--- src/qsw_pkg.sv ---
// Purpose: shared constants for the quad switch fault and shutdown block
// Assumes: 100 MHz pclk, APB with 32-bit data
// Notes: register offsets, field positions and timing counts live here
package qsw_pkg;
    localparam int NCH = 4;
    // register byte offsets
    localparam logic [7:0] OFS_CTRL = 8'h00;
    localparam logic [7:0] OFS_DIAG = 8'h04;
    localparam logic [7:0] OFS_IRQ_STAT = 8'h08;
    localparam logic [7:0] OFS_IRQ_MASK = 8'h0c;
    localparam logic [7:0] OFS_STATUS = 8'h10;
    // diagnostic word layout, 11 bits
    localparam int DIAG_ERR_LSB = 0;
    localparam int DIAG_CMD_LSB = 4;
    localparam int DIAG_WARN_BIT = 8;
    localparam int DIAG_TSD_BIT = 9;
    localparam int DIAG_OV_BIT = 10;
    localparam int DIAG_W = 11;
    // interrupt status bit positions
    localparam int IRQ_ERR_LSB = 0;
    localparam int IRQ_SHUT_BIT = 4;
    localparam int IRQ_FLAG_BIT = 5;
    localparam int IRQ_W = 6;
    localparam logic [IRQ_W-1:0] IRQ_MASK_RST = 6'h00;
    // error masking delay
    localparam int MASK_DELAY_US = 75;
    localparam int CLK_MHZ = 100;
    localparam int MASK_CYCLES = MASK_DELAY_US * CLK_MHZ;
    localparam int CNT_W = 14;
endpackage

--- src/qsw_sync_if.sv ---
`timescale 1ns/100ps
// Purpose: bundle of raw and synchronised status levels
// Assumes: one clock domain
// Notes: carries the synchroniser outputs to the main block
interface qsw_sync_if;
    logic [qsw_pkg::NCH-1:0] cmp_raw;
    logic [qsw_pkg::NCH-1:0] cmp_sync;
    logic [2:0] misc_raw;
    logic [2:0] misc_sync;
    modport syncer (input cmp_raw, input misc_raw,
                    output cmp_sync, output misc_sync);
    modport user (output cmp_raw, output misc_raw,
                  input cmp_sync, input misc_sync);
endinterface

--- src/qsw_sync2.sv ---
`timescale 1ns/100ps
// Purpose: two-flop synchroniser for a vector of levels
// Assumes: inputs asynchronous to pclk
// Notes: first stage is read only by the second stage
module qsw_sync2 #(
    parameter int W = 1
) (
    // clock and reset
    input wire logic pclk,
    input wire logic presetn,
    // levels
    input wire logic [W-1:0] d,
    output logic [W-1:0] q
);
    logic [W-1:0] meta_ff;
    logic [W-1:0] sync_ff;

    // double flop to settle metastability
    always_ff @(posedge pclk or negedge presetn) begin
        if (!presetn) begin
            meta_ff <= '0;
            sync_ff <= '0;
        end else begin
            meta_ff <= d;
            sync_ff <= meta_ff;
        end
    end
    assign q = sync_ff;
endmodule

--- src/qsw_fault_shutdown.sv ---
`timescale 1ns/100ps
// Purpose: fault detection and shutdown for a four-channel high-side switch
// Assumes: comparator and temperature inputs are asynchronous levels
// Notes: APB slave holds commands, diagnostic word and interrupts
// Function
// - error flag pin is only pulled low or released, never driven high.
// - over-temperature turns all four drivers off and pulls shutdown pin low.
// - outside low on shutdown pin turns every driver off at once.
// - forced shutdown leaves control and diagnostics running, only drivers off.
// - diagnostics do not tell internal from forced shutdown apart.
// - forced shutdown reports per-switch errors plus over-temperature.
// - switch off with output above threshold flags open-load error.
// - switch off with load shorted to supply flags the same error.
// - switch on with output below threshold flags shorted-load error.
// - error flag goes low only after error persists the masking delay.
// - diagnostic word starts with one load-error bit per channel.
// - shutdown bit of diagnostic word reads zero during shutdown.
module qsw_fault_shutdown (
    // apb
    input wire logic pclk,
    input wire logic presetn,
    input wire logic psel,
    input wire logic penable,
    input wire logic pwrite,
    input wire logic [7:0] paddr,
    input wire logic [31:0] pwdata,
    output logic [31:0] prdata,
    output logic pready,
    output logic pslverr,
    // analog sense inputs
    input wire logic [3:0] out_above_ref,
    input wire logic over_temp,
    input wire logic temp_warn,
    input wire logic over_volt,
    // thermal shutdown pin, bidirectional active low
    input wire logic tsd_n_in,
    output logic tsd_n_out,
    output logic tsd_n_oe,
    // open-drain general error flag
    output logic err_n_out,
    output logic err_n_oe,
    // switch drivers and interrupt
    output logic [3:0] drive_on,
    output logic irq
);
    // ************************************************
    // input synchronisation
    // ************************************************
    qsw_sync_if sif ();
    logic tsd_pin_sync;

    assign sif.cmp_raw = out_above_ref;
    assign sif.misc_raw = {over_volt, temp_warn, over_temp};

    qsw_sync2 #(.W(qsw_pkg::NCH + 3)) u_sync (
        .pclk(pclk),
        .presetn(presetn),
        .d({sif.misc_raw, sif.cmp_raw}),
        .q({sif.misc_sync, sif.cmp_sync})
    );

    // pin idles high via pull-up; reset value 0 would fake a shutdown, so
    // a separate inverted synchroniser is used for it
    logic tsd_low_sync;
    qsw_sync2 #(.W(1)) u_sync_tsd (
        .pclk(pclk),
        .presetn(presetn),
        .d(~tsd_n_in),
        .q(tsd_low_sync)
    );
    assign tsd_pin_sync = tsd_low_sync;

    logic ot_s;
    logic warn_s;
    logic ov_s;
    assign ot_s = sif.misc_sync[0];
    assign warn_s = sif.misc_sync[1];
    assign ov_s = sif.misc_sync[2];

    // ************************************************
    // registers
    // ************************************************
    logic [3:0] cmd_ff;
    logic [qsw_pkg::IRQ_W-1:0] irq_stat_ff;
    logic [qsw_pkg::IRQ_W-1:0] irq_mask_ff;
    logic [qsw_pkg::CNT_W-1:0] mask_cnt_ff;
    logic err_flag_ff;
    logic [31:0] prdata_ff;
    logic shut_prev_ff;
    logic flag_prev_ff;
    logic [3:0] load_err_prev_ff;

    logic wr_en;
    logic rd_en;
    logic addr_ok;

    // ************************************************
    // shutdown and fault logic
    // ************************************************
    logic shutdown;
    logic [3:0] load_err;
    logic any_err;
    logic [qsw_pkg::DIAG_W-1:0] diag_word;

    // internal and forced shutdown share one signal, no source kept
    assign shutdown = ot_s | tsd_pin_sync;

    // only drivers are gated; cmd and diagnostics keep running
    assign drive_on = (shutdown | ov_s) ? 4'h0 : cmd_ff;

    // pull the pin low on internal over-temperature; released otherwise
    // so an outside party may pull it
    assign tsd_n_out = 1'b0;
    assign tsd_n_oe = ot_s;

    // per-channel error from commanded state and comparator;
    // off: above ref is open load or short to supply, on: below is short
    always_comb begin
        for (int i = 0; i < qsw_pkg::NCH; i++) begin
            if (cmd_ff[i]) begin
                load_err[i] = ~sif.cmp_sync[i];
            end else begin
                load_err[i] = sif.cmp_sync[i];
            end
        end
    end

    assign any_err = (|load_err) | shutdown | ov_s;

    // diagnostic word, flags active low as on the serial stream
    always_comb begin
        diag_word = '0;
        diag_word[qsw_pkg::DIAG_ERR_LSB +: 4] = ~load_err;
        diag_word[qsw_pkg::DIAG_CMD_LSB +: 4] = cmd_ff;
        diag_word[qsw_pkg::DIAG_WARN_BIT] = ~(warn_s | shutdown);
        diag_word[qsw_pkg::DIAG_TSD_BIT] = ~shutdown;
        diag_word[qsw_pkg::DIAG_OV_BIT] = ~ov_s;
    end

    // masking delay counter: restarts whenever the error clears
    always_ff @(posedge pclk or negedge presetn) begin
        if (!presetn) begin
            mask_cnt_ff <= '0;
        end else if (!any_err) begin
            mask_cnt_ff <= '0;
        end else if (mask_cnt_ff != qsw_pkg::CNT_W'(qsw_pkg::MASK_CYCLES)) begin
            mask_cnt_ff <= mask_cnt_ff + 1'b1;
        end
    end

    // flag asserts after the full delay, releases as soon as errors clear
    always_ff @(posedge pclk or negedge presetn) begin
        if (!presetn) begin
            err_flag_ff <= 1'b0;
        end else begin
            err_flag_ff <= any_err &&
                (mask_cnt_ff == qsw_pkg::CNT_W'(qsw_pkg::MASK_CYCLES));
        end
    end

    // open drain: low or released, never driven high
    assign err_n_out = 1'b0;
    assign err_n_oe = err_flag_ff;

    // ************************************************
    // apb slave, zero wait state
    // ************************************************
    assign addr_ok = (paddr == qsw_pkg::OFS_CTRL) ||
                     (paddr == qsw_pkg::OFS_DIAG) ||
                     (paddr == qsw_pkg::OFS_IRQ_STAT) ||
                     (paddr == qsw_pkg::OFS_IRQ_MASK) ||
                     (paddr == qsw_pkg::OFS_STATUS);
    assign wr_en = psel & penable & pwrite & addr_ok;
    assign rd_en = psel & ~penable & ~pwrite;
    assign pready = 1'b1;
    assign pslverr = psel & penable & ~addr_ok;
    assign prdata = prdata_ff;

    // switch commands
    always_ff @(posedge pclk or negedge presetn) begin
        if (!presetn) begin
            cmd_ff <= 4'h0;
        end else if (wr_en && paddr == qsw_pkg::OFS_CTRL) begin
            cmd_ff <= pwdata[3:0];
        end
    end

    // interrupt mask
    always_ff @(posedge pclk or negedge presetn) begin
        if (!presetn) begin
            irq_mask_ff <= qsw_pkg::IRQ_MASK_RST;
        end else if (wr_en && paddr == qsw_pkg::OFS_IRQ_MASK) begin
            irq_mask_ff <= pwdata[qsw_pkg::IRQ_W-1:0];
        end
    end

    // edge history for event detection
    always_ff @(posedge pclk or negedge presetn) begin
        if (!presetn) begin
            shut_prev_ff <= 1'b0;
            flag_prev_ff <= 1'b0;
            load_err_prev_ff <= 4'h0;
        end else begin
            shut_prev_ff <= shutdown;
            flag_prev_ff <= err_flag_ff;
            load_err_prev_ff <= load_err;
        end
    end

    // sticky status: rising edges set, write one clears, set wins
    logic [qsw_pkg::IRQ_W-1:0] irq_set;
    logic [qsw_pkg::IRQ_W-1:0] irq_clr;
    always_comb begin
        irq_set = '0;
        irq_set[qsw_pkg::IRQ_ERR_LSB +: 4] = load_err & ~load_err_prev_ff;
        irq_set[qsw_pkg::IRQ_SHUT_BIT] = shutdown & ~shut_prev_ff;
        irq_set[qsw_pkg::IRQ_FLAG_BIT] = err_flag_ff & ~flag_prev_ff;
        irq_clr = '0;
        if (wr_en && paddr == qsw_pkg::OFS_IRQ_STAT) begin
            irq_clr = pwdata[qsw_pkg::IRQ_W-1:0];
        end
    end

    always_ff @(posedge pclk or negedge presetn) begin
        if (!presetn) begin
            irq_stat_ff <= '0;
        end else begin
            irq_stat_ff <= (irq_stat_ff & ~irq_clr) | irq_set;
        end
    end

    assign irq = |(irq_stat_ff & irq_mask_ff);

    // read data captured in setup so it stands through the access phase
    always_ff @(posedge pclk or negedge presetn) begin
        if (!presetn) begin
            prdata_ff <= '0;
        end else if (rd_en) begin
            unique case (paddr)
                qsw_pkg::OFS_CTRL: prdata_ff <= {28'h0, cmd_ff};
                qsw_pkg::OFS_DIAG: prdata_ff <= {21'h0, diag_word};
                qsw_pkg::OFS_IRQ_STAT: prdata_ff <= {26'h0, irq_stat_ff};
                qsw_pkg::OFS_IRQ_MASK: prdata_ff <= {26'h0, irq_mask_ff};
                qsw_pkg::OFS_STATUS: prdata_ff <= {24'h0, err_flag_ff,
                    tsd_pin_sync, ot_s, shutdown, drive_on};
                default: prdata_ff <= '0;
            endcase
        end
    end
endmodule

--- config.mk ---
export PLATFORM = sky130hd
export DESIGN_NAME = qsw_fault_shutdown
export DESIGN_NICKNAME = d
export VERILOG_FILES = /design/src/qsw_pkg.sv /design/src/qsw_sync_if.sv /design/src/qsw_sync2.sv /design/src/qsw_fault_shutdown.sv
export SDC_FILE = /design/constraint.sdc
export NUM_CORES = 1
export LEC_CHECK = 0
export BUFFER_PORTS_ARGS = -buffer_cell sky130_fd_sc_hd__buf_2
export CAP_MARGIN = 20
export CORE_MARGIN = 3
export CORE_UTILIZATION = 35
export CTS_CLUSTER_SIZE = 10
export DETAILED_ROUTE_END_ITERATION = 12
export GPL_TIMING_DRIVEN = 0
export SYNTH_ARGS = -nofsm -noshare
export SYNTH_HDL_FRONTEND = slang
export SYNTH_SLANG_ARGS = --single-unit
--- constraint.sdc ---
create_clock -name pclk -period 2.75 [get_ports pclk]
set_input_delay 0 -clock pclk [delete_from_list [all_inputs] [get_ports pclk]]
set_output_delay 0 -clock pclk [all_outputs]
set_load 0.03 [all_outputs]
# Yosys cells after proc, flatten, opt, wreduce, memory -nomap -nowiden
# Cells that the tools add are included.
word_totals:
  register_bits: 85
  input_bits: 53
  out_inout_bits: 43
  word_cells: 74
op_classes:
  addsub: 1
  n_eq_ne: 7
  mux: 9
  bitwise: 33
  reduce_logical: 11
ops:
  columns: ["operator", "n"]
  rows:
  - ["$pmux 11 s5", 1]
  - ["$mux 14", 2]
  - ["$eq 8x4->1 const B", 2]
  - ["$add 14x1->14 const B", 1]
  - ["$eq 14x13->1 const B", 1]
  - ["$ne 14x13->1 const B", 1]
  - ["$not 1->1", 13]
  - ["$and 6x6->6", 2]
  - ["$and 1x1->1", 8]
  - ["$eq 8x3->1 const B", 1]
  - ["$eq 8x5->1 const B", 1]
  - ["$logic_not 8->1", 1]
  - ["$not 4->4", 2]
  - ["$mux 6", 1]
  - ["$not 6->6", 1]
  - ["$or 6x6->6", 1]
  - ["$reduce_or 6->1", 1]
  - ["$or 1x1->1", 5]
  - ["$and 4x4->4", 1]
  - ["$logic_and 1x1->1", 4]
  - ["$logic_or 1x1->1", 4]
  - ["$mux 1", 4]
  - ["$mux 4", 1]
  - ["$reduce_or 4->1", 1]
  - ["$ne 2x1->1 const B", 1]

# Logic depth before layout (Yosys ltp)
# Gate-level depths: netlist (run 1).
depth:
  word_depth: 11
  ltp_mapped: 6
  ltp_nobuf: 6

# By module
# From an unflattened synthesis (run 1), not the netlist that was laid out.
unflattened:
  cells_unflattened: 264
  hier_area_um2: 2984.1
by_module_without_submodules:
  columns: ["module", "n_inst", "cells_per_inst", "area_each_um2", "seq_area_each_um2"]
  rows:
  - ["qsw_fault_shutdown", 1, 248, 2583.7, 1201.2]
  - ["qsw_sync2 at u_sync", 1, 14, 350.3, 350.3]
  - ["qsw_sync2 at u_sync_tsd", 1, 2, 50.0, 50.0]

# Worst setup path before layout (run 1)
# Ideal clock, no wire load.
synth_path:
  path_kind: "reg-to-reg"
  start: "register u_sync.sync_ff[4] (netlist: u_sync.q[4])"
  end: "register err_flag_ff (netlist: err_n_oe)"
  t_arrival_ns: 1.937
  t_required_ns: 2.623
  slack_ns: 0.686
  stages_incl_launch_ff: 7
  n_path_buf: 2
  period_less_slack_ns: 2.064
  cell_sequence: "dfrtp_1 or2_2 clkbuf_1 or4_1 nor3_4 buf_4 nor2_1"
synth_via:
  elab_chain_len: 4
synth_lines:
  columns: ["element", "line", "rtl"]
  rows:
  - ["from (decl)", "qsw_sync2.sv:16", "logic [W-1:0] sync_ff;"]
  - ["from (signal assigned)", "qsw_sync2.sv:25", "sync_ff <= meta_ff;"]
  - ["$or 1x1->1", "qsw_fault_shutdown.sv:106", "assign shutdown = ot_s | tsd_pin_sync;"]
  - ["via shutdown", "qsw_fault_shutdown.sv:100", "logic shutdown;"]
  - ["$or 1x1->1 (2 in series)", "qsw_fault_shutdown.sv:128", "assign any_err = (|load_err) | shutdown | ov_s;"]
  - ["$logic_and 1x1->1", "qsw_fault_shutdown.sv:156", "err_flag_ff <= any_err &&"]
  - ["to (signal assigned)", "qsw_fault_shutdown.sv:156", null]
  - ["to (decl)", "qsw_fault_shutdown.sv:87", "logic err_flag_ff;"]
# The timed path passes the listed nets, and every way through them passes these cells.
# A chain may end at the register's enable or synchronous reset.

# Worst setup path in the final report (run 1)
# Ends and elaborated chain as after synthesis.

==> results.txt, run 1 <==
status: complete, no violations
commonest cells after routing, fill and taps aside: dfrtp_1, buf_2, nand2_1
Final nets: 427
synthesized area: 0.00301 mm^2
fin crit share: 80.2%
multi-input logic area: 0.00123 mm^2
final hold vios: 0
vias in the first global route: 2278
Hold Path Stages: 4
GRT Max-Usage Layer: met2
asr flop ratio synth: 100%
clock transition at the registers of the reported paths: 70 ps
CTS tree: done
pin count of the biggest net entering global routing: 65
Port Buffer Count: 44
CP peak stage delay: 600 ps
critical path launch point type: flip-flop
Post-Syn Area per Cell: 10.8 um^2
share of layout cells above drive strength 1: 28.4%
met2 Use GR: 20.8%
WL final: 6.42 mm
DR iter-0 viols: 90
flops & latches, synth: 64
Critical Path RT: 2970 ps
max-cap viol count: 0
RSZ-0062 raised after global routing: false
clk buf depth: 2
clock sinks: 64
GRT overflow: 0
initial antenna violation count: 0
Post-synth EDFFs: 0
Tmin final: 2210 ps
via count: 2319
Hold Crit Class: in -> reg
f_max: 0.453 GHz
Ports: 96
Ant. Diodes: 0
most common cell after layout, fill and taps aside: dfrtp_1
Seq/Total Area, Yosys: 53.1%
worst reg-to-reg path cell count: 6
Vias/cell: 4.81
slowest CP cell: or4_1
worst min-delay path endpoint: prdata[7]
buffers plus inverters on the worst setup path: 2
Clock Skew: 11.4 ps
worst-margin pin slew: 806 ps
Post-route DRC: 0
Most used DFF post-synth: dfrtp_1
hpwl dp: 4.60 mm
synthesis-to-finish area growth: 26.3%
Setup-failing EPs final: 0
delay-heaviest family, CP: simple AND/OR/NAND/NOR gates
# rows: 33
GPL Wtd Cong: 0.796
met3 usage in global routing: 4.60%
first-pass GRT wire length: 10.9 mm
Fill cells: 827
Worst R2R End: err_n_oe
post-CTS sizing: 0
synthesis warning total: 0
routed len/inst: 13.3 um
initial core utilization: 36.3%
All-Layer GR Usage: 14.1%
CTS Root Buffer Type: clkbuf_8
Worst R2R Start: u_sync.q[4]
core area: 0.00830 mm^2
Leak: 1.84 nW
Cells after Synth: 280
Crit. End Element: flip-flop
Antenna Nets Post-Route: 0
PD cells: 581 mW/mm^2
met1 Use GR: 19.7%
maximum VDD drop: 0.299 mV
CP max FO: 10
DRT Pass-1 Iters: 4
setup_tns: 0 ps
R2R Setup Slk: 540 ps
hold path start: paddr[1]
H-tree levels: 3
die area: 0.00976 mm^2
CTS buffer count: 9
Slew Limit Fails: 0
Max-slew headroom: 46.3%
Finished Core Util: 45.9%
Die H: 98.8 um
clock latency on the worst-skew pair: 350 ps
unique cell type count in the Yosys netlist: 50
register area: 0.00160 mm^2
CP arrival: 2430 ps
CP Cell Sequence: or2_2, clkbuf_1, or4_1, nor3_4, buf_4, nor2_1
Die W: 98.8 um
critical path class: reg -> reg
==> cell type report <==
cell class / count / share of cell area, %
plain buffers: 34 / 5.85
clock buffers: 10 / 3.61
multi-input cells: 193 / 32.3
clock inverters: 6 / 1.81
flip-flops and latches: 64 / 42.1
well taps: 105 / 3.45
repair buffers: 59 / 9.79
inverters: 11 / 1.08
==> through the flow <==
step	worst slack (ps)	total power, mW	hold WS [ps]	cell area [um^2]	cells
5_1_grt	408	2.34	77.4	3810	482
3_3_place_gp	541	1.38	108	3450	451
2_1_floorplan	686	1.30	-296	3100	302
4_1_cts	503	2.24	55.8	3810	482
6_report	544	2.21	71.1	3810	482
3_5_place_dp	521	1.39	109	3450	451
==> power breakdown <==
part           internal (mW)  leakage (nW)  switching [mW]
registers               1.01         0.805          0.0778
clock network          0.444        0.0907           0.377
logic                  0.129         0.947           0.177
total                   1.58          1.84           0.631
==> worst max-delay path by stage <==
stage / startpoint / endpoint / depth (start not counted)
after global placement: u_sync.q[4] / err_n_oe / 6
after detailed placement: u_sync.q[4] / err_n_oe / 6
after global routing: u_sync.q[4] / err_n_oe / 6
after floorplan: u_sync.q[4] / err_n_oe / 6
final: u_sync.q[4] / err_n_oe / 6
after CTS: u_sync.q[4] / err_n_oe / 6
==> state kept, by name, summed over array words and instances (netlist names) <==
name / cells
u_sync.q: 7
shut_prev_ff: 1
u_sync_tsd.q: 1
cmd_ff: 4
u_sync_tsd.meta_ff: 1
prdata: 11
mask_cnt_ff: 14
flag_prev_ff: 1
irq_mask_ff: 6
irq_stat_ff: 6
load_err_prev_ff: 4
u_sync.meta_ff: 7
err_n_oe: 1
==> cells by family after synthesis <==
logic type	after synthesis	share of synthesized area (%)
AND/OR/NAND/NOR	102	18.5
multiplexers	16	6.23
buffers and inverters	45	8.76
other	2	0.249
adder cells (fa/ha/maj)	2	0.830
XOR/XNOR	13	3.78
AO/OA/AOI/OAI	36	8.55
flip-flops	64	53.1
==> per-layer routing <==
layer	wire length, um	up-vias
li1	-	1115
met1	3040	1112
met2	2830	78
met3	433	14
met4	123	0
met5	0	-
==> tightest hold or removal path, delay by kind of cell <==
kind	cells	cell delay [ps]
buffers and inverters	1	140
and+or+nand+nor	3	240
==> synthesized netlist by cell type, types with 2 or more instances <==
master     n  share of area (%)
dfrtp_1   64                 53
nand2_1   30                3.7
buf_4     25                6.2
nor2_1    19                2.4
mux2_2    12                4.5
inv_1     11                1.4
nor3_1     9                1.5
xnor2_1    9                2.6
clkbuf_1   7               0.87
nand3_1    7                1.2
a22o_1     6                1.7
o21ai_0    6                1.0
a21oi_1    5               0.83
and2_1     5                1.0
and3_1     5                1.0
nor4_1     5                1.0
xor2_1     4                1.2
a22oi_1    3               0.75
a32oi_1    3               0.87
mux2i_1    3                1.0
o22ai_1    3               0.62
or4_1      3               0.75
conb_1     2               0.25
ha_1       2               0.83
nand4_1    2               0.42
nand4b_1   2               0.58
nor4b_1    2               0.58
o41ai_1    2               0.58
or3_1      2               0.42
or3b_2     2               0.58
==> timing repair <==
item | CTS | global route
setup buffers | 0 | 0
endpoints found under the hold margin | 88 | 0
hold buffers | 15 | 0
No activity file was read; power rests on OpenSTA's default activity.
==> inputs of run 2 (changes only) <==
Clock period 2.75 ns to 1.82 ns, I/O delays scaled along.
==> run 2 against run 1 <==
Net effect: the run now ends with setup timing left; clock power rose by 79%; critical endpoint is now mask_cnt_ff[7]; worst hold slack better by 3.2 ps; sequential power is 52% higher; register-to-register slack got worse by 570 ps.
==> results.txt, run 2 (same netlist as run 1, synthesis figures left out) <==
final hold vios: 0
f_max: 0.542 GHz
DRT Pass-1 Iters: 4
via count: 2318
clock sinks: 64
share of layout cells above drive strength 1: 33.1%
CTS Root Buffer Type: clkbuf_8
Tot Pwr: 3.61 mW
maximum VDD drop: 0.491 mV
CP arrival: 2080 ps
critical path launch point type: flip-flop
Die H: 98.8 um
Antenna Nets Post-Route: 0
Clock Skew: 10.8 ps
PD cells: 908 mW/mm^2
DR iter-0 viols: 126
WL final: 6.98 mm
Die W: 98.8 um
worst reg-to-reg path cell count: 5
Max-slew headroom: 45.4%
Slew Limit Fails: 0
setup ws final: -25.0 ps
Final nets: 437
CP max FO: 5
Vias/cell: 4.71
status: finished, violations left
Hold Path Stages: 3
clock latency on the worst-skew pair: 340 ps
top sig layer: met4
GPL Wtd Cong: 0.872
H-tree levels: 3
RSZ-0062 raised after global routing: true
Leak: 1.92 nW
vias in the first global route: 2268
Critical Path RT: 2060 ps
Tmin final: 1840 ps
die area: 0.00976 mm^2
initial antenna violation count: 0
GRT overflow: 0
Port Buffer Count: 44
hpwl dp: 4.74 mm
worst setup path start: u_sync_tsd.q
Largest Register: mask_cnt_ff
worst-margin pin slew: 819 ps
violated checks: setup timing
Internal Power: 2.64 mW
wl on met1: 3.16 mm
Setup-failing EPs final: 11
clock transition at the registers of the reported paths: 80 ps
switching share of power: 26.8%
DR WL met2: 3.31 mm
initial core utilization: 36.3%
Hold Crit Class: in -> reg
Post-route DRC: 0
commonest cells after routing, fill and taps aside: dfrtp_1, buf_2, buf_4
Crit. End Element: flip-flop
Flop pwr share: 45.5%
P_sw: 0.965 mW
synthesis-to-finish area growth: 31.8%
clk buf depth: 2
met3 WL post-DR: 413 um
CTS buffer count: 9
max reg flops: 14
hold path start: paddr[1]
# rows: 33
clock power share: 40.6%
most common cell after layout, fill and taps aside: dfrtp_1
pin count of the biggest net entering global routing: 65
Ports: 96
All-Layer GR Usage: 14.7%
fin crit share: 101%
part of the power in combinational logic: 13.8%
first-pass GRT wire length: 11.3 mm
CTS tree: done
core area: 0.00830 mm^2
critical path class: reg -> reg
Worst R2R Start: u_sync_tsd.q
max-cap viol count: 0
pre-CTS WS: -241 ps
Ant. Diodes: 0
routed len/inst: 14.2 um
## run 2: layout make-up
cell class	instances	area [um^2]
plain buffers	33	223
clock buffers	10	128
clock inverters	6	108
fillers	782	4330
inverters	11	41.3
multi-input cells	193	1270
flip-flops and latches	64	1600
well taps	105	131
repair buffers	70	463
## run 2: metal layers
layer  global-route usage [%]  up-vias
li1                         -     1134
met1                     19.5     1109
met2                     23.2       65
met3                     4.25       10
met4                     4.94        0
met5                        0        -
## run 2: per-stage QoR
stage / utilization (%) / TNS [ps] / hold slack [ps] / instance area [um^2] / std cells
after detailed placement: 41.8 / -3640 / 109 / 3470 / 451
after CTS: 47.2 / -7.68 / 59.3 / 3920 / 489
final: 47.9 / -181 / 74.3 / 3970 / 492
after floorplan: - / -1230 / -296 / 3120 / 302
after global routing: 47.9 / -900 / 81.4 / 3970 / 492
after global placement: 41.8 / -3150 / 108 / 3470 / 451
## run 2: what timing repair did
item                                    in CTS  in global routing
buffers inserted                             7                  3
hold endpoints to repair                    88                  0
hold buffers                                15                  0
gates resized for setup                      4                 10
endpoints found under the setup margin      19                 15
cloned                                       1                  0
pin swaps                                    3                  7
## run 2: worst paths after layout
kind	to	slack, ps
max in group asynchronous	u_sync.q[4]	950
setup reg to reg	mask_cnt_ff[7]	-20
hold / removal	prdata[5]	70
setup / recovery	mask_cnt_ff[7]	-20
hold reg to reg	u_sync.q[6]	350
min in group asynchronous	mask_cnt_ff[10]	290
## run 2: worst max-delay path: stages, from the launching register on
cell,delay (ps)
dfrtp_1,390
or2_4,260
or4_4,540
nor3_4,310
buf_6,190
nor2_1,50
## run 2: power by group through the flow
stage	logic [mW]	clock network [mW]	registers, mW
after floorplan	0.325	0	1.64
after global placement	0.436	0	1.66
after detailed placement	0.453	0	1.66
after CTS	0.487	1.50	1.64
after global routing	0.556	1.56	1.66
final	0.499	1.47	1.64
==> inputs of run 3 (changes only) <==
Settings changed: ABC_AREA set to 1.
==> run 3 against run 2 <==
Net effect: critical path type is now reg -> out; the run now ends clean; routed wire length decreased by 2.8%; sequential power about the same; sequential share of layout area decreased by 1.0 points; first-iteration DRC count decreased by 30%; die area increased by 7.4%; via count increased by 10%; clock power decreased by 12%; total power decreased by 3.2%; combinational power increased by 9.6%; global-route usage decreased by 0.61 points; critical endpoint is now drive_on[1].
==> results.txt, run 3 <==
status: complete, no violations
Tmin final: 1620 ps
GRT overflow: 0
vias in the first global route: 2474
clock transition at the registers of the reported paths: 70 ps
Hold Crit Class: in -> reg
count leader, synth: nand2_1
clk buf depth: 2
Largest Register: mask_cnt_ff
hpwl dp: 4.95 mm
Post-synth EDFFs: 0
Setup-failing EPs final: 0
# rows: 34
Placed Area: 0.00370 mm^2
worst-margin pin slew: 799 ps
DRT Pass-1 Iters: 4
Cells after Synth: 376
WL final: 6.78 mm
via count: 2560
pin count of the biggest net entering global routing: 65
routed len/inst: 11.6 um
clock sinks: 64
Antenna Nets Post-Route: 0
asr flop ratio synth: 100%
Post-route DRC: 0
clock latency on the worst-skew pair: 340 ps
core area: 0.00889 mm^2
most common cell after layout, fill and taps aside: nand2_1
Slew Limit Fails: 0
All-Layer GR Usage: 14.1%
Die H: 102 um
Post-CTS Setup Inserts: 0
critical path launch point type: flip-flop
die area: 0.0105 mm^2
Clock Skew: 9.79 ps
f_max: 0.618 GHz
synthesized area: 0.00325 mm^2
setup_tns: 0 ps
commonest cells in the netlist: nand2_1, dfrtp_1, inv_1
PD cells: 858 mW/mm^2
Synth area leader: dfrtp_1
Final nets: 524
Fill cells: 878
fin crit share: 88.9%
Post-Syn Area per Cell: 8.65 um^2
Crit. End Element: output pin
critical path class: reg -> out
max reg flops: 14
Die W: 102 um
unique cell type count in the Yosys netlist: 39
Max-slew headroom: 46.7%
max-cap viol count: 0
Tot Pwr: 3.49 mW
first-pass GRT wire length: 11.4 mm
top cell type's share of synthesized area: 49.2%
share of layout cells above drive strength 1: 27.0%
Design Area, Final: 0.00407 mm^2
setup ws final: 201 ps
CTS buffer count: 9
Vias/cell: 4.40
commonest cells after routing, fill and taps aside: nand2_1, dfrtp_1, inv_1
maximum VDD drop: 0.573 mV
Most used DFF post-synth: dfrtp_1
initial core utilization: 36.6%
RSZ-0062 raised after global routing: false
Seq/Total Area, Yosys: 49.2%
CTS tree: done
Critical Path RT: 1820 ps
CTS Root Buffer Type: clkbuf_8
synthesis warning total: 0
initial antenna violation count: 0
flops & latches, synth: 64
Port Buffer Count: 45
final hold vios: 0
GPL Wtd Cong: 0.854
H-tree levels: 3
synthesis-to-finish area growth: 25.1%
pre-CTS WS: 186 ps
CP max FO: 6
Ports: 96
DR iter-0 viols: 88
Ant. Diodes: 0
top post-synthesis cells by area: dfrtp_1, nand2_1, buf_4
CP arrival: 1620 ps
Leak: 2.11 nW
[run 3: cell families after synthesis]
group,Yosys count,share of synthesized area [%]
simple gates,189,28.4
flops,64,49.2
xor+xnor,14,3.77
buf+inv,80,12.3
other cells,2,0.231
fa+ha+maj,2,0.769
compound gates,25,5.31
[run 3: final timing paths]
kind                               startpoint              end  slack (ps)  cells after the start
max reg2reg                         cmd_ff[1]  mask_cnt_ff[10]         280                      6
max in group asynchronous             presetn   mask_cnt_ff[2]         990                      2
min in group asynchronous             presetn   irq_mask_ff[5]         290                      2
max                               u_sync.q[4]      drive_on[1]         200                      6
min                                  paddr[2]   irq_mask_ff[0]         120                      6
min reg2reg                u_sync_tsd.meta_ff     u_sync_tsd.q         350                      0
[run 3: what timing repair did]
item / CTS / global route
hold buffers: 15 / 0
resized for setup: 0 / 1
hold endpoints to repair: 88 / 0
endpoints found under the setup margin: 0 / 4
[run 3: cell type report]
class                           instances  area [um^2]  area share, %
Buffer                                 28          205           5.04
Clock buffer                           14          183           4.49
Clock inverter                          2         35.0          0.861
Inverter                               52          195           4.80
Multi-Input combinational cell        254         1340           32.8
Sequential cell                        64         1600           39.4
Tap cell                              108          135           3.32
Timing Repair Buffer                   60          378           9.29
[run 3: worst max-delay path, stage by stage, from the launching register on]
cell and delay (ps):
dfrtp_1 390, inv_1 70, nand2_1 160, nor2_2 230
inv_1 120, nor2_1 110, buf_2 210
[run 3: power breakdown]
group | total [mW] | internal (mW) | leakage [nW] | switching (mW)
Clock | 1.30 | 0.781 | 0.113 | 0.524
Sequential | 1.64 | 1.54 | 0.791 | 0.101
Combinational | 0.547 | 0.221 | 1.20 | 0.326
[run 3: stage by stage]
stage,hold WS (ps),utilization (%),instances
finish,121,45.8,582
global route,177,45.8,582
CTS,101,45.7,582
detailed placement,110,41.6,551
global placement,108,41.6,551
floorplan,-296,-,398
[run 3: layer usage]
layer / global-route usage (%) / vias to the layer above / part of all wire (%)
met3: 4.44 / 9 / 5.8
met5: 0 / - / 0
met4: 5.05 / 0 / 1.6
li1: - / 1315 / -
met1: 17.5 / 1164 / 46
met2: 23.2 / 72 / 46
